`src/sfsir_pkg.sv`:
```
package sfsir_pkg;

  // ==========================================================================
  // register map (byte addresses)
  localparam logic [7:0] OFF_CTRL = 8'h00;
  localparam logic [7:0] OFF_TRIG = 8'h04;
  localparam logic [7:0] OFF_DATA = 8'h08;
  localparam logic [7:0] OFF_STAT = 8'h0c;
  localparam logic [7:0] OFF_PRESC = 8'h10;
  localparam logic [7:0] OFF_MASK = 8'h14;
  localparam logic [7:0] OFF_RAW = 8'h18;
  localparam logic [7:0] OFF_MIS = 8'h1c;
  localparam logic [7:0] OFF_CLR = 8'h20;

  // ==========================================================================
  // field positions
  localparam int STAT_TX_EMPTY = 0;
  localparam int STAT_TX_SPACE = 1;
  localparam int STAT_RX_DATA = 2;
  localparam int STAT_RX_FULL = 3;
  localparam int STAT_ACTIVE = 4;
  localparam int IRQ_OVERRUN = 0;
  localparam int IRQ_TIMEOUT = 1;
  localparam int IRQ_UNDERRUN = 2;
  localparam int IRQ_NUM = 6;

  // ==========================================================================
  // reset values
  localparam logic [7:0] PRESC_RESET = 8'h00;
  localparam logic [5:0] MASK_RESET = 6'h00;
  localparam logic [4:0] FRAME_M1_RESET = 5'h07;
  localparam logic [7:0] RATE_RESET = 8'h00;
  localparam logic [2:0] TRIG_RESET = 3'h0;

  // ==========================================================================
  // fifo sizing and trigger codes
  localparam int FIFO_DEPTH = 16;
  localparam int FIFO_AW = 4;
  localparam logic [4:0] FIFO_FULL_CNT = 5'h10;
  localparam logic [2:0] TRIG_1 = 3'h0;
  localparam logic [2:0] TRIG_4 = 3'h1;
  localparam logic [2:0] TRIG_8 = 3'h2;
  localparam logic [4:0] LVL_1 = 5'h01;
  localparam logic [4:0] LVL_4 = 5'h04;
  localparam logic [4:0] LVL_8 = 5'h08;

  // receive timeout, counted in serial bit periods
  localparam logic [5:0] RX_TIMEOUT_BITS = 6'h20;

  // ==========================================================================
  // types
  typedef enum logic [1:0] {
    ST_IDLE = 2'h0,
    ST_LEAD = 2'h1,
    ST_TRAIL = 2'h3,
    ST_GAP = 2'h2
  } sfsir_state_e;

  typedef struct packed {
    logic slave_mode;
    logic port_enable;
    logic [7:0] serial_rate_value;
    logic [2:0] pad;
    logic [4:0] frame_size_m1;
  } sfsir_ctrl_s;

  typedef struct packed {
    logic [2:0] tx_trigger_level_sel;
    logic [2:0] rx_trigger_level_sel;
  } sfsir_trig_s;

  typedef struct packed {
    logic tx_empty;
    logic underrun;
    logic tx_level;
    logic rx_level;
    logic timeout;
    logic overrun;
  } sfsir_irq_s;

endpackage

```
`src/sfsir_top.sv`:
```
`timescale 1ns/1ps
// Overview of operation
// - data read pops rx, write pushes tx
// - short tx frames right aligned, upper ignored
// - rx element right aligned, upper bits zero
// - status bit0 tx fifo empty, reset one
// - status bit1 tx fifo has space
// - status bit2 rx fifo holds data
// - status bit3 rx fifo full
// - status bit4 busy shifting or tx pending
// - bit rate clk over div times (1+rate)
// - rx push while full flags overrun
// - unread rx data times out
// - six mask enables, one enables, reset zero
// - raw status shows sources regardless of mask
// - masked status is raw and mask
// - rx/tx level trigger at 1, 4, 8
// - write one clears overrun, timeout, underrun
module sfsir_top
(
  input wire logic clk_in,
  input wire logic rst_b_in,
  input wire logic [7:0] avs_address_in,
  input wire logic avs_read_in,
  input wire logic avs_write_in,
  input wire logic [31:0] avs_writedata_in,
  input wire logic [3:0] avs_byteenable_in,
  output logic [31:0] avs_readdata_out,
  output logic avs_waitrequest_out,
  output logic irq_out,
  input wire logic sclk_in,
  input wire logic cs_b_in,
  input wire logic mosi_in,
  input wire logic miso_in,
  output logic sclk_out,
  output logic cs_b_out,
  output logic mosi_out,
  output logic miso_out,
  output logic miso_oe_out
);

  // ==========================================================================
  // helper functions
  function automatic logic hit(input logic [7:0] a, input logic [7:0] off);
    hit = (a == off);
  endfunction

  function automatic logic [31:0] be_merge(input logic [31:0] old, input logic [31:0] nw,
                                           input logic [3:0] be);
    logic [31:0] m;
    m = {{8{be[3]}}, {8{be[2]}}, {8{be[1]}}, {8{be[0]}}};
    be_merge = (old & ~m) | (nw & m);
  endfunction

  function automatic logic level_hit(input logic [2:0] sel, input logic [4:0] cnt);
    case (sel)
      sfsir_pkg::TRIG_1: level_hit = (cnt >= sfsir_pkg::LVL_1);
      sfsir_pkg::TRIG_4: level_hit = (cnt >= sfsir_pkg::LVL_4);
      sfsir_pkg::TRIG_8: level_hit = (cnt >= sfsir_pkg::LVL_8);
      default: level_hit = 1'b0;
    endcase
  endfunction

  // ==========================================================================
  // pin synchronisers: [0] sclk, [1] cs_b, [2] mosi, [3] miso
  logic [3:0] sync1_q;
  logic [3:0] sync2_q;
  logic [1:0] pin_prev_q;

  always_ff @(posedge clk_in or negedge rst_b_in)
  begin
    if (!rst_b_in)
    begin
      sync1_q <= 4'h2;
      sync2_q <= 4'h2;
      pin_prev_q <= 2'h2;
    end
    else
    begin
      sync1_q <= {miso_in, mosi_in, cs_b_in, sclk_in};
      sync2_q <= sync1_q;
      pin_prev_q <= sync2_q[1:0];
    end
  end

  wire sclk_rise = sync2_q[0] & ~pin_prev_q[0];
  wire sclk_fall = ~sync2_q[0] & pin_prev_q[0];
  wire cs_fall = ~sync2_q[1] & pin_prev_q[1];
  wire cs_high = sync2_q[1];

  // ==========================================================================
  // avalon slave: one wait cycle, read data captured while waiting
  logic wait_q;
  logic [31:0] rdata_q;
  sfsir_pkg::sfsir_ctrl_s ctrl_q;
  sfsir_pkg::sfsir_trig_s trig_q;
  logic [7:0] presc_q;
  logic [5:0] mask_q;
  sfsir_pkg::sfsir_irq_s raw;
  logic [31:0] rd_mux;

  wire req = avs_read_in | avs_write_in;
  wire wr_acc = avs_write_in & ~wait_q;
  wire rd_acc = avs_read_in & ~wait_q;
  wire [7:0] adr = avs_address_in;

  always_ff @(posedge clk_in or negedge rst_b_in)
  begin
    if (!rst_b_in)
    begin
      wait_q <= 1'b1;
      rdata_q <= 32'h0000_0000;
    end
    else
    begin
      wait_q <= ~(req & wait_q);
      if (avs_read_in & wait_q)
        rdata_q <= rd_mux;
    end
  end

  assign avs_waitrequest_out = wait_q;
  assign avs_readdata_out = rdata_q;

  // ==========================================================================
  // software registers
  wire [31:0] ctrl_word = {14'h0000, ctrl_q};
  wire [31:0] trig_word = {26'h000_0000, trig_q};
  wire [31:0] ctrl_new = be_merge(ctrl_word, avs_writedata_in, avs_byteenable_in);
  wire [31:0] trig_new = be_merge(trig_word, avs_writedata_in, avs_byteenable_in);
  wire [31:0] presc_new = be_merge({24'h00_0000, presc_q}, avs_writedata_in,
                                   avs_byteenable_in);
  wire [31:0] mask_new = be_merge({26'h000_0000, mask_q}, avs_writedata_in,
                                  avs_byteenable_in);

  always_ff @(posedge clk_in or negedge rst_b_in)
  begin
    if (!rst_b_in)
    begin
      ctrl_q <= '{slave_mode: 1'b0, port_enable: 1'b0,
                  serial_rate_value: sfsir_pkg::RATE_RESET, pad: 3'h0,
                  frame_size_m1: sfsir_pkg::FRAME_M1_RESET};
      trig_q <= '{tx_trigger_level_sel: sfsir_pkg::TRIG_RESET,
                  rx_trigger_level_sel: sfsir_pkg::TRIG_RESET};
      presc_q <= sfsir_pkg::PRESC_RESET;
      mask_q <= sfsir_pkg::MASK_RESET;
    end
    else if (wr_acc)
    begin
      if (hit(adr, sfsir_pkg::OFF_CTRL))
      begin
        ctrl_q <= ctrl_new[17:0];
        ctrl_q.pad <= 3'h0;
      end
      if (hit(adr, sfsir_pkg::OFF_TRIG))
        trig_q <= trig_new[5:0];
      if (hit(adr, sfsir_pkg::OFF_PRESC))
        presc_q <= presc_new[7:0];
      if (hit(adr, sfsir_pkg::OFF_MASK))
        mask_q <= mask_new[5:0];
    end
  end

  // ==========================================================================
  // fifos
  logic [31:0] tx_mem [sfsir_pkg::FIFO_DEPTH];
  logic [31:0] rx_mem [sfsir_pkg::FIFO_DEPTH];
  logic [sfsir_pkg::FIFO_AW-1:0] tx_wp_q, tx_rp_q, rx_wp_q, rx_rp_q;
  logic [4:0] tx_cnt_q, rx_cnt_q;
  logic tx_pop;
  logic rx_push;
  logic [31:0] rx_word;

  wire tx_empty = (tx_cnt_q == 5'h00);
  wire tx_full = (tx_cnt_q == sfsir_pkg::FIFO_FULL_CNT);
  wire rx_empty = (rx_cnt_q == 5'h00);
  wire rx_full = (rx_cnt_q == sfsir_pkg::FIFO_FULL_CNT);
  wire tx_push = wr_acc & hit(adr, sfsir_pkg::OFF_DATA) & ~tx_full;
  wire rx_pop = rd_acc & hit(adr, sfsir_pkg::OFF_DATA) & ~rx_empty;
  wire rx_store = rx_push & ~rx_full;
  wire overrun_set = rx_push & rx_full;
  wire [31:0] tx_head = tx_mem[tx_rp_q];

  always_ff @(posedge clk_in)
  begin
    if (tx_push)
      tx_mem[tx_wp_q] <= avs_writedata_in;
    if (rx_store)
      rx_mem[rx_wp_q] <= rx_word;
  end

  always_ff @(posedge clk_in or negedge rst_b_in)
  begin
    if (!rst_b_in)
    begin
      tx_wp_q <= '0;
      tx_rp_q <= '0;
      rx_wp_q <= '0;
      rx_rp_q <= '0;
      tx_cnt_q <= 5'h00;
      rx_cnt_q <= 5'h00;
    end
    else
    begin
      tx_wp_q <= tx_wp_q + {3'h0, tx_push};
      tx_rp_q <= tx_rp_q + {3'h0, tx_pop};
      rx_wp_q <= rx_wp_q + {3'h0, rx_store};
      rx_rp_q <= rx_rp_q + {3'h0, rx_pop};
      tx_cnt_q <= tx_cnt_q + {4'h0, tx_push} - {4'h0, tx_pop};
      rx_cnt_q <= rx_cnt_q + {4'h0, rx_store} - {4'h0, rx_pop};
    end
  end

  // ==========================================================================
  // bit-rate prescaler: one tick per half bit period
  logic [6:0] half_cnt_q;
  logic [7:0] rate_cnt_q;
  logic bit_phase_q;

  // odd or zero divisors are not supported; zero is clamped to keep ticking
  wire [6:0] div_half = (presc_q[7:1] == 7'h00) ? 7'h01 : presc_q[7:1];
  wire half_wrap = (half_cnt_q >= div_half - 7'h01);
  wire rate_wrap = (rate_cnt_q >= ctrl_q.serial_rate_value);
  wire tick = half_wrap & rate_wrap;
  wire bit_tick = tick & bit_phase_q;

  always_ff @(posedge clk_in or negedge rst_b_in)
  begin
    if (!rst_b_in)
    begin
      half_cnt_q <= 7'h00;
      rate_cnt_q <= 8'h00;
      bit_phase_q <= 1'b0;
    end
    else
    begin
      half_cnt_q <= half_wrap ? 7'h00 : half_cnt_q + 7'h01;
      if (half_wrap)
        rate_cnt_q <= rate_wrap ? 8'h00 : rate_cnt_q + 8'h01;
      if (tick)
        bit_phase_q <= ~bit_phase_q;
    end
  end

  // ==========================================================================
  // shifter, serial mode 0 (clock idles low, sample on rise)
  sfsir_pkg::sfsir_state_e st_q, st_d;
  logic [31:0] tx_sh_q, tx_sh_d, rx_sh_q, rx_sh_d;
  logic [4:0] bit_cnt_q, bit_cnt_d;
  logic sclk_q, sclk_d, cs_b_q, cs_b_d, mosi_q, mosi_d, miso_q, miso_d, oe_q, oe_d;
  logic underrun_set;

  wire [4:0] fm1 = ctrl_q.frame_size_m1;
  wire [31:0] tx_aligned = tx_head << (5'h1f - fm1);
  wire [31:0] rx_shifted = {rx_sh_q[30:0], ctrl_q.slave_mode ? sync2_q[2] : sync2_q[3]};
  wire [31:0] rx_keep = ~(32'hffff_ffff << ({1'b0, fm1} + 6'h01));
  assign rx_word = rx_shifted & rx_keep;
  wire master_go = ctrl_q.port_enable & ~ctrl_q.slave_mode;
  wire slave_go = ctrl_q.port_enable & ctrl_q.slave_mode;

  always_comb
  begin
    st_d = st_q;
    tx_sh_d = tx_sh_q;
    rx_sh_d = rx_sh_q;
    bit_cnt_d = bit_cnt_q;
    sclk_d = sclk_q;
    cs_b_d = cs_b_q;
    mosi_d = mosi_q;
    miso_d = miso_q;
    oe_d = oe_q;
    tx_pop = 1'b0;
    rx_push = 1'b0;
    underrun_set = 1'b0;
    if (master_go)
    begin
      case (st_q)
        sfsir_pkg::ST_IDLE:
          if (tick & ~tx_empty)
          begin
            tx_pop = 1'b1;
            tx_sh_d = tx_aligned;
            mosi_d = tx_aligned[31];
            bit_cnt_d = fm1;
            cs_b_d = 1'b0;
            st_d = sfsir_pkg::ST_LEAD;
          end
        sfsir_pkg::ST_LEAD:
          if (tick)
          begin
            sclk_d = 1'b1;
            rx_sh_d = rx_shifted;
            // store on the last sampling edge, not one shift later
            rx_push = (bit_cnt_q == 5'h00);
            st_d = sfsir_pkg::ST_TRAIL;
          end
        sfsir_pkg::ST_TRAIL:
          if (tick)
          begin
            sclk_d = 1'b0;
            if (bit_cnt_q == 5'h00)
            begin
              cs_b_d = 1'b1;
              st_d = sfsir_pkg::ST_GAP;
            end
            else
            begin
              tx_sh_d = {tx_sh_q[30:0], 1'b0};
              mosi_d = tx_sh_q[30];
              bit_cnt_d = bit_cnt_q - 5'h01;
              st_d = sfsir_pkg::ST_LEAD;
            end
          end
        sfsir_pkg::ST_GAP:
          if (tick)
            st_d = sfsir_pkg::ST_IDLE;
        default:
          st_d = sfsir_pkg::ST_IDLE;
      endcase
    end
    else if (slave_go)
    begin
      if (cs_high)
      begin
        st_d = sfsir_pkg::ST_IDLE;
        oe_d = 1'b0;
      end
      else
      begin
        case (st_q)
          sfsir_pkg::ST_IDLE, sfsir_pkg::ST_GAP:
            if (cs_fall | (st_q == sfsir_pkg::ST_GAP))
            begin
              // an empty fifo at frame start sends zeros and flags underrun
              tx_pop = ~tx_empty;
              underrun_set = tx_empty;
              tx_sh_d = tx_empty ? 32'h0000_0000 : tx_aligned;
              miso_d = tx_empty ? 1'b0 : tx_aligned[31];
              oe_d = 1'b1;
              bit_cnt_d = fm1;
              st_d = sfsir_pkg::ST_LEAD;
            end
          sfsir_pkg::ST_LEAD:
            if (sclk_rise)
            begin
              rx_sh_d = rx_shifted;
              rx_push = (bit_cnt_q == 5'h00);
              st_d = sfsir_pkg::ST_TRAIL;
            end
          sfsir_pkg::ST_TRAIL:
            if (sclk_fall)
            begin
              if (bit_cnt_q == 5'h00)
                st_d = sfsir_pkg::ST_GAP;
              else
              begin
                tx_sh_d = {tx_sh_q[30:0], 1'b0};
                miso_d = tx_sh_q[30];
                bit_cnt_d = bit_cnt_q - 5'h01;
                st_d = sfsir_pkg::ST_LEAD;
              end
            end
          default:
            st_d = sfsir_pkg::ST_IDLE;
        endcase
      end
    end
    else
    begin
      st_d = sfsir_pkg::ST_IDLE;
      sclk_d = 1'b0;
      cs_b_d = 1'b1;
      oe_d = 1'b0;
    end
  end

  always_ff @(posedge clk_in or negedge rst_b_in)
  begin
    if (!rst_b_in)
    begin
      st_q <= sfsir_pkg::ST_IDLE;
      tx_sh_q <= 32'h0000_0000;
      rx_sh_q <= 32'h0000_0000;
      bit_cnt_q <= 5'h00;
      sclk_q <= 1'b0;
      cs_b_q <= 1'b1;
      mosi_q <= 1'b0;
      miso_q <= 1'b0;
      oe_q <= 1'b0;
    end
    else
    begin
      st_q <= st_d;
      tx_sh_q <= tx_sh_d;
      rx_sh_q <= rx_sh_d;
      bit_cnt_q <= bit_cnt_d;
      sclk_q <= sclk_d;
      cs_b_q <= cs_b_d;
      mosi_q <= mosi_d;
      miso_q <= miso_d;
      oe_q <= oe_d;
    end
  end

  assign sclk_out = sclk_q;
  assign cs_b_out = cs_b_q;
  assign mosi_out = mosi_q;
  assign miso_out = miso_q;
  assign miso_oe_out = oe_q;

  // ==========================================================================
  // receive timeout and sticky interrupt sources
  logic [5:0] to_cnt_q;
  logic overrun_q, timeout_q, underrun_q, irq_q;

  wire clr_wr = wr_acc & hit(adr, sfsir_pkg::OFF_CLR) & avs_byteenable_in[0];
  wire [2:0] clr = clr_wr ? avs_writedata_in[2:0] : 3'h0;
  wire to_restart = rx_empty | rx_pop | rx_push;
  // a one-cycle pulse, so a clear is not undone by a count that stays
  wire timeout_set = bit_tick & ~to_restart &
                     (to_cnt_q == sfsir_pkg::RX_TIMEOUT_BITS - 6'h01);

  always_ff @(posedge clk_in or negedge rst_b_in)
  begin
    if (!rst_b_in)
    begin
      to_cnt_q <= 6'h00;
      overrun_q <= 1'b0;
      timeout_q <= 1'b0;
      underrun_q <= 1'b0;
      irq_q <= 1'b0;
    end
    else
    begin
      if (to_restart)
        to_cnt_q <= 6'h00;
      else if (bit_tick & (to_cnt_q != sfsir_pkg::RX_TIMEOUT_BITS))
        to_cnt_q <= to_cnt_q + 6'h01;
      // a new event in the clearing cycle wins over the clear
      overrun_q <= (overrun_q & ~clr[sfsir_pkg::IRQ_OVERRUN]) | overrun_set;
      timeout_q <= (timeout_q & ~clr[sfsir_pkg::IRQ_TIMEOUT]) | timeout_set;
      underrun_q <= (underrun_q & ~clr[sfsir_pkg::IRQ_UNDERRUN]) | underrun_set;
      irq_q <= |(raw & mask_q);
    end
  end

  assign irq_out = irq_q;

  assign raw = '{tx_empty: tx_empty, underrun: underrun_q,
                 tx_level: level_hit(trig_q.tx_trigger_level_sel, tx_cnt_q),
                 rx_level: level_hit(trig_q.rx_trigger_level_sel, rx_cnt_q),
                 timeout: timeout_q, overrun: overrun_q};

  // ==========================================================================
  // read multiplexer
  wire busy = (st_q != sfsir_pkg::ST_IDLE) | ~tx_empty;
  logic [31:0] stat_word;
  always_comb
  begin
    stat_word = 32'h0000_0000;
    stat_word[sfsir_pkg::STAT_TX_EMPTY] = tx_empty;
    stat_word[sfsir_pkg::STAT_TX_SPACE] = ~tx_full;
    stat_word[sfsir_pkg::STAT_RX_DATA] = ~rx_empty;
    stat_word[sfsir_pkg::STAT_RX_FULL] = rx_full;
    stat_word[sfsir_pkg::STAT_ACTIVE] = busy;
  end

  wire [31:0] data_word = rx_empty ? 32'h0000_0000 : rx_mem[rx_rp_q];
  wire [31:0] mis_word = {26'h000_0000, raw & mask_q};

  assign rd_mux = hit(adr, sfsir_pkg::OFF_CTRL) ? ctrl_word :
                  hit(adr, sfsir_pkg::OFF_TRIG) ? trig_word :
                  hit(adr, sfsir_pkg::OFF_DATA) ? data_word :
                  hit(adr, sfsir_pkg::OFF_STAT) ? stat_word :
                  hit(adr, sfsir_pkg::OFF_PRESC) ? {24'h00_0000, presc_q} :
                  hit(adr, sfsir_pkg::OFF_MASK) ? {26'h000_0000, mask_q} :
                  hit(adr, sfsir_pkg::OFF_RAW) ? {26'h000_0000, raw} :
                  hit(adr, sfsir_pkg::OFF_MIS) ? mis_word :
                  32'h0000_0000;

endmodule

```
`config.mk`:
```
export PLATFORM = sky130hd
export DESIGN_NAME = sfsir_top
export DESIGN_NICKNAME = d
export VERILOG_FILES = /design/src/sfsir_pkg.sv /design/src/sfsir_top.sv
export SDC_FILE = /design/constraint.sdc
export NUM_CORES = 1
export LEC_CHECK = 0
export ABC_AREA = 1
export BUFFER_PORTS_ARGS = -buffer_cell sky130_fd_sc_hd__buf_2
export CORE_MARGIN = 1
export CORE_UTILIZATION = 49
export CTS_BUF_LIST = sky130_fd_sc_hd__clkbuf_16
export CTS_CLUSTER_DIAMETER = 80
export CTS_CLUSTER_SIZE = 14
export DETAILED_ROUTE_END_ITERATION = 10
export PLACE_DENSITY = 0.67
export SETUP_SLACK_MARGIN = 0.3
export SLEW_MARGIN = 0
export SYNTH_ARGS = -nofsm -noshare
export SYNTH_HDL_FRONTEND = slang
export SYNTH_SLANG_ARGS = --single-unit
```
`constraint.sdc`:
```
create_clock -name clk_in -period 4.46 [get_ports clk_in]
set_input_delay 1.338 -clock clk_in [delete_from_list [all_inputs] [get_ports clk_in]]
set_output_delay 1.338 -clock clk_in [all_outputs]
set_load 0.005 [all_outputs]
```
# After elaboration in Yosys (flattened, before gate mapping)
# Memories as Yosys holds them, arrays and structs flattened.
# Cells that the tools add are included.
word_totals:
  ff_bits: 205
  ramBits: 1024
  inputBits: 52
  out_inout_bits: 39
  word_cells: 301
  mem_count: 2
classes:
  n_addsub: 15
  magnitude_cmp: 8
  eq_ne: 41
  shift: 2
  mux: 105
  n_bitwise: 63
  n_reduce_logical: 29
mem_list:
  columns: ["name", "words", "word_bits", "read_ports", "rd_ports_with_merged_regs", "write_ports", "line_no", "source"]
  rows:
  - ["rx_mem", 16, 32, 1, 0, 1, "sfsir_top.sv:167", "logic [31:0] rx_mem [sfsir_pkg::FIFO_DEPTH];"]
  - ["tx_mem", 16, 32, 1, 0, 1, "sfsir_top.sv:166", "logic [31:0] tx_mem [sfsir_pkg::FIFO_DEPTH];"]
ops:
  columns: ["cell", "n"]
  rows:
  - ["2-to-1 mux 32 bit", 13]
  - ["2-to-1 mux 31 bit", 7]
  - ["case mux 32 bit (2 select lines)", 2]
  - ["2-to-1 mux 1 bit", 43]
  - ["2-to-1 mux 5 bit", 8]
  - ["bitwise AND 18 bit", 2]
  - ["bitwise AND 32 bit", 1]
  - ["== test 8 x 5 -> 1 bit (second input constant)", 4]
  - ["NOT 32 bit", 1]
  - ["<< shifter 32 x 5 -> 32 bit", 1]
  - ["<< shifter 32 x 6 -> 32 bit (first input constant)", 1]
  - ["2-to-1 mux 6 bit", 5]
  - ["bitwise AND 1 bit", 26]
  - ["2-to-1 mux 8 bit", 3]
  - ["2-to-1 mux 2 bit", 11]
  - ["inequality test 3 bit (second input constant)", 7]
  - ["case mux 5 bit (2 select lines)", 2]
  - ["bitwise AND 6 bit", 3]
  - ["NOT 18 bit", 1]
  - ["bitwise OR 18 bit", 1]
  - ["adder 4 x 1 -> 4 bit", 4]
  - ["== test 8 x 4 -> 1 bit (second input constant)", 2]
  - ["NOT 1 bit", 16]
  - ["logical NOT 5 bit", 3]
  - ["other kinds (52)", 96]

# Depth between registers and ports, before layout
# Gate-level depths: netlist (run 1).
depth:
  word_depth: 13
  mapped_depth: 26

# Worst setup path before layout (run 1)
# No wires, ideal clock.
synth_timing:
  path_type: "register to register"
  from: "register (tool-made name)"
  to: "memory rx_mem[0][0], enable pin"
  setup_ns: 0.421
  t_arrival_ns: 4.034
  required_time_ns: 4.039
  path_slack_ns: 0.005
  path_stages_with_launch: 19
  n_path_buf: 0
  period_less_slack_ns: 4.455
  path_cell_list: "dfrtp_1 > nor2_1 > a31oi_1 > ha_1 > nand2_1 > nor3_1 > xnor2_1 > ha_1 > nand2_1 > o21a_1 > nand3_1 > nand2_2 > inv_2 > nand4_1 > nand2_1 > inv_1 > nor2_2 > nand3_1 > nor2_1"
synth_lines:
  columns: ["item", "line_no"]
  rows:
  - ["end: declaration", "sfsir_top.sv:167"]

==> impl_metrics.ini, run 1 <==
[outcome]
status = finished with violations
violations = DRC

[yosys]
synth_nets = 4863
ys_ff_latch = 1228
netlist_instances = 4756
syn_area_um2 = 52530
synth_top_area_cell = edfxtp_1
synth_edf_count = 1024
synth_cell_types = 59
synth_top_area_share_pct = 58.54
ys_seq_area_share_pct = 68.28
ys.flop_type = edfxtp_1
async_flop_share_pct = 16.61
syn_avg_cell_area_um2 = 11.04
ys_warn_count = 0
yosys-top-cells-area = edfxtp_1 (59%), dfrtp_1 (9.3%), nand2_1 (7.9%)

[worst_setup_path]
crit_slowest_cell = dfrtp_1
crit_family = adder cells
crit_arrival_ns = 4.56
crit_type = flop to flop
worstPathMaxFanout = 5
cp_cell_sequence = nor3_4 -> a31oi_4 -> ha_4 -> nand2_2 -> nor3_2 -> xnor2_1 -> ha_1 -> a21oi_1 -> o21a_1 -> nand3_2 -> nand2_4 -> inv_4 -> nand2_1 -> nand2_1 -> nand3_2 -> o32ai_2 -> ha_1 -> inv_1 -> ha_1 -> fa_2 -> a21oi_2 -> nor2_1 -> nor2_1 -> xor2_1
worstPathRequired_ns = 5.09
path_buf_inv = 2
path_common_cell = ha_1
r2r_slack_ns = 0.54
cp-end-kind = flop
cpPeakStageDelay_ns = 0.41
start_kind = flop

[global_route]
grt_max_degree = 144
grt_pass1_vias = 34038
grt_pass1_wl_mm = 209.4
grt-ovfl-total = 0
antenna_found_initial = 6
grt_usage_pct = 25.72

[die]
dieHeight_um = 329.4
coreArea_um2 = 105700
rows = 119
initial_core_util_pct = 49.69
die_x_um = 329.4
dieArea_um2 = 108500
io_pins = 91

[placement]
postPlaceCellArea_um2 = 55160
port_buffers = 89
gp_congestion = 0.9136
place_hpwl_mm = 83.50

[routing]
drt_wl_total_mm = 139.0
detail_route.first_pass.iterations = 9
route.met3.wl_mm = 12.49
drt_iter0_markers = 4098
wl_met1_mm = 60.26
vias = 36192
post_drt_wl_per_cell_um = 22.10
ant_nets = 0
highest_layer = met5
wl_met2_mm = 62.78
drc = 2
vias_per_cell = 5.755

[flow_run]
drv_cap = 0

[final_layout]
final_area_um2 = 58150
mostFrequentLayoutCells = nand2_1 (1095), edfxtp_1 (1024), nor2_1 (469), nand3_1 (407), o21ai_0 (358)
syn2layout_area_growth_pct = 10.71
drive_above_1_share_pct = 9.028
final_common_cell = nand2_1
utilization_pct = 55.01
layout.nets = 4937

[timing]
rsz0062_at_grt = true
min_period_ns = 3.925
setup_tns_ns = 0
worst_slew_pin_slew_ns = 1.313
skew_ns = 0.04714
finalHoldViolCount = 0
setup_violations = 0
hold_slack_ns = 0.3481
slew_viol_final = 0
slew_headroom_pct = 12.50
max_clock_freq_mhz = 254.8
fin_crit_sh_pct = 88.00

[clock_network]
clk_latency_ns = 0.72
h-tree-depth = 3
cts_tree = done
hold_buffers = 0
root_buffer = clkbuf_16
cts_buffers = 99
cts.sinks = 1228
cts_buffer_depth = 3
cts.reportedPaths.clkPinSlew_ns = 0.07

[power_and_ir_drop]
power.density_nw_per_um2 = 376.1
ir_drop_mv = 0.3523
leakagePower_nw = 21.59

[hold_path]
hp-class = flop to flop
==> report_power, final <==
| group | switching, mW | internal, mW | leakage (nW) |
|---|---|---|---|
| sequential | 0.109 | 12.5 | 11.4 |
| clock | 3.99 | 4.11 | 1.60 |
| combinational | 0.826 | 0.372 | 8.64 |
==> logic make-up after synthesis <==
| kind of cell | Yosys count | synth area share, % |
|---|---|---|
| simple gates | 2103 | 16.45 |
| flops | 1228 | 68.28 |
| compound gates | 806 | 8.856 |
| buf+inv | 535 | 4.569 |
| fa+ha+maj | 55 | 1.339 |
| xor+xnor | 23 | 0.3835 |
| mux | 6 | 0.1262 |
==> worst paths after layout <==
check / startpoint / to / depth (start not counted)
max in group asynchronous: rst_b_in / asynchronous set/reset pin / 2
max: flop / tx_cnt_q[4] / 24
min reg2reg: sync1_q[2] / sync2_q[2] / 0
min in group asynchronous: rst_b_in / half_cnt_q[2] / 1
max reg2reg: flop / tx_cnt_q[4] / 24
min: sync1_q[2] / sync2_q[2] / 0
==> stage by stage <==
| stage | instances | setup slack, ns | power, mW |
|---|---|---|---|
| 5_1_grt | 6288 | 0.2659 | 22.56 |
| 3_5_place_dp | 6117 | 0.1271 | 14.00 |
| 2_1_floorplan | 4756 | 0.005131 | 13.56 |
| 3_3_place_gp | 6117 | 0.1685 | 13.95 |
| 6_report | 6289 | 0.5354 | 21.87 |
| 4_1_cts | 6286 | 0.2961 | 21.96 |
==> synth_stat cells (14+ instances only) <==
| cell type | count |
|---|---|
| o22ai_1 | 35 |
| nor2_1 | 502 |
| nand4_1 | 43 |
| ha_1 | 53 |
| nand2_1 | 1101 |
| o21ai_1 | 42 |
| o221ai_1 | 38 |
| inv_1 | 268 |
| nor3_1 | 21 |
| nand3_1 | 409 |
| o21ai_0 | 359 |
| buf_2 | 75 |
| a211oi_1 | 14 |
| buf_4 | 21 |
| clkbuf_1 | 108 |
| a221oi_1 | 19 |
| buf_1 | 19 |
| o211ai_1 | 32 |
| edfxtp_1 | 1024 |
| xor2_1 | 19 |
| buf_6 | 24 |
| dfrtp_1 | 196 |
| a32o_1 | 18 |
| a21oi_1 | 198 |
==> per-layer routing <==
layer  GRT usage [%]  vias to the layer above
li1                -                    16771
met4           7.830                        6
met5               0                        -
met2           39.26                     1582
met3           4.793                      188
met1           37.51                    17645
==> area by class of cell <==
cell class / instances / area [µm²]
multi-input combinational: 2993 / 14610
tap: 1391 / 1740
clock inverter: 65 / 310.3
antenna: 2 / 5.005
timing repair buffer: 223 / 1978
fill: 8776 / 47560
inverter: 285 / 1084
clock buffer: 102 / 2552
sequential: 1228 / 35870
==> what timing repair did <==
action / CTS / global route
endpoints found under the setup margin: 51 / 516
setup buffers: 2 / 1
pin swaps: 5 / 8
gates resized for setup: 5 / 18
==> flip-flops by register name (all words and copies together) (netlist names), 2 cells and up, named ones only <==
signal / flops
rx_mem: 512
tx_mem: 512
avs_readdata_out: 32
rx_sh_q: 31
tx_sh_q: 31
rate_cnt_q: 8
half_cnt_q: 7
to_cnt_q: 6
bit_cnt_q: 5
rx_cnt_q: 5
tx_cnt_q: 5
rx_rp_q: 4
rx_wp_q: 4
sync1_q: 4
sync2_q: 4
tx_rp_q: 4
tx_wp_q: 4
pin_prev_q: 2
st_q: 2
No activity file was read; power rests on OpenSTA's default activity.
==> run 2, diff against run 1 <==
- BUFFER_PORTS_ARGS: -buffer_cell sky130_fd_sc_hd__buf_2 -> -buffer_cell sky130_fd_sc_hd__buf_4
==> run 2 against run 1 <==
The run still ends with DRC left; cell area grew 0.59%; register-to-register slack lost 0.08 ns; global-route usage grew 0.085 points; highest routed layer unchanged; sequential share of layout area shrank 0.36 points; combinational power is essentially flat; critical endpoint unchanged; sequential power is essentially flat; die area is the same; clock-buffer cell count shrank 3; largest power group unchanged.
==> impl_metrics.ini, run 2 (synthesis gave the netlist of run 1 again) <==
[power_and_ir_drop]
power.density_nw_per_um2 = 373.0
ir_drop_mv = 0.3929
leakagePower_nw = 21.73

[timing]
finalHoldViolCount = 0
setup_violations = 0
slew_viol_final = 0
setup_tns_ns = 0
skew_ns = 0.03148
worst_slew_pin_slew_ns = 1.404
slew_headroom_pct = 6.409
max_clock_freq_mhz = 249.4
min_period_ns = 4.009
fin_crit_sh_pct = 89.89
rsz0062_at_grt = true

[worst_setup_path]
cp_cell_sequence = inv_1 -> a31oi_2 -> ha_2 -> nand2_2 -> nor3_2 -> xnor2_1 -> ha_1 -> a21oi_1 -> o21a_1 -> nand3_2 -> nand2_4 -> inv_4 -> nand2_1 -> nand2_1 -> nand3_2 -> o32ai_2 -> ha_1 -> inv_1 -> ha_1 -> fa_2 -> a21oi_2 -> nor2_1 -> nor2_1 -> xor2_1
worstPathRequired_ns = 5.08
cpPeakStageDelay_ns = 0.40
worstReg2RegEnd = tx_cnt_q[4]
rr_worst_depth = 24
path_common_cell = ha_1
r2r_slack_ns = 0.45
crit_slowest_cell = dfrtp_1
worstPathMaxFanout = 5
crit_arrival_ns = 4.63
start_kind = flop
cp-end-kind = flop
crit_type = flop to flop

[outcome]
violations = DRC
status = finished with violations

[routing]
vias_per_cell = 5.782
ant_nets = 0
drt_wl_total_mm = 140.6
drt_iter0_markers = 3953
post_drt_wl_per_cell_um = 22.28
drc = 2
detail_route.first_pass.iterations = 9
vias = 36499

[hold_path]
hp-class = flop to flop
hp-start = sync1_q[3]
hold_depth = 0
hold_end = sync2_q[3]

[clock_network]
cts.sinks = 1228
cts.reportedPaths.clkPinSlew_ns = 0.07
cts_buffers = 98
hold_buffers = 0
h-tree-depth = 3
clk_latency_ns = 0.70
root_buffer = clkbuf_16
cts_buffer_depth = 3
cts_tree = done

[final_layout]
layout.nets = 4960
drive_above_1_share_pct = 9.475
mostFrequentLayoutCells = nand2_1 (1096), edfxtp_1 (1024), nor2_1 (470), nand3_1 (405), o21ai_0 (358)
final_common_cell = nand2_1
finalNonFillerCells = 6313
syn2layout_area_growth_pct = 11.36

[die]
initial_core_util_pct = 49.69
coreArea_um2 = 105700
io_pins = 91
dieHeight_um = 329.4
dieArea_um2 = 108500
rows = 119
die_x_um = 329.4

[global_route]
grt_usage_pct = 25.80
grt_max_degree = 118
grt-ovfl-total = 0
grt_pass1_vias = 34272
grt_pass1_wl_mm = 210.9
antenna_found_initial = 3

[placement]
place_hpwl_mm = 84.68
gp_congestion = 0.9209
place_inst = 6135
port_buffers = 89

[flow_run]
drv_cap = 0
## run 2: worst max-delay path by stage
stage	start	end	slack, ns	cells after the start
5_1_grt	flop	tx_cnt_q[4]	0.22	23
4_1_cts	flop	tx_cnt_q[4]	0.33	23
2_1_floorplan	flop	rx_mem[0][0]	0.005	18
3_5_place_dp	flop	rx_cnt_q[4]	0.11	25
3_3_place_gp	flop	rx_cnt_q[4]	0.1	25
6_report	flop	tx_cnt_q[4]	0.45	24
## run 2: layout make-up
type	count	area (µm²)
Multi-Input combinational cell	2993	14600
Inverter	285	1084
Fill cell	8788	47220
Timing Repair Buffer	247	2362
Clock inverter	66	350.3
Tap cell	1391	1740
Sequential cell	1228	35870
Clock buffer	99	2477
Antenna cell	4	10.01
## run 2: routing by layer
metal | GRT usage, % | vias to the layer above | part of all wire [%]
met2 | 39.59 | 1597 | 46
met3 | 4.775 | 225 | 8.6
met5 | 0 | - | 0.013
met4 | 7.508 | 2 | 2.5
li1 | - | 16792 | -
met1 | 37.59 | 17883 | 43
## run 2: report_power, final
group	leakage [nW]	switching [mW]	internal, mW
sequential	11.4	0.0947	12.5
combinational	8.79	0.826	0.393
clock	1.59	4.02	4.02
total	21.7	4.94	16.9
## run 2: stage by stage
step | hold slack, ns | area [µm²] | util (%) | power (mW) | setup WS (ns)
3_5_place_dp | 0.3347 | 55510 | 52.51 | 14.00 | 0.1127
4_1_cts | 0.3497 | 58380 | 55.23 | 21.92 | 0.3327
5_1_grt | 0.3539 | 58490 | 55.33 | 22.49 | 0.2170
2_1_floorplan | 0.3312 | 52530 | - | 13.56 | 0.005131
3_3_place_gp | 0.3339 | 55510 | 52.51 | 13.97 | 0.09931
6_report | 0.3489 | 58500 | 55.33 | 21.82 | 0.4507
## run 2: worst max-delay path: cells and delay by family (launching register included)
family | cells | cell delay (ns)
buffers and inverters | 3 | 0.19
AOI/OAI and AO/OA | 5 | 0.75
adders and majority gates | 5 | 1.42
and+or+nand+nor | 9 | 0.86
xor gates and xnor gates | 2 | 0.29
DFF | 1 | 0.40
## run 2: repair_timing
item,CTS,global route
gates resized for setup,7,13
buffers inserted,2,7
endpoints found under the setup margin,205,371
pin swaps,1,10
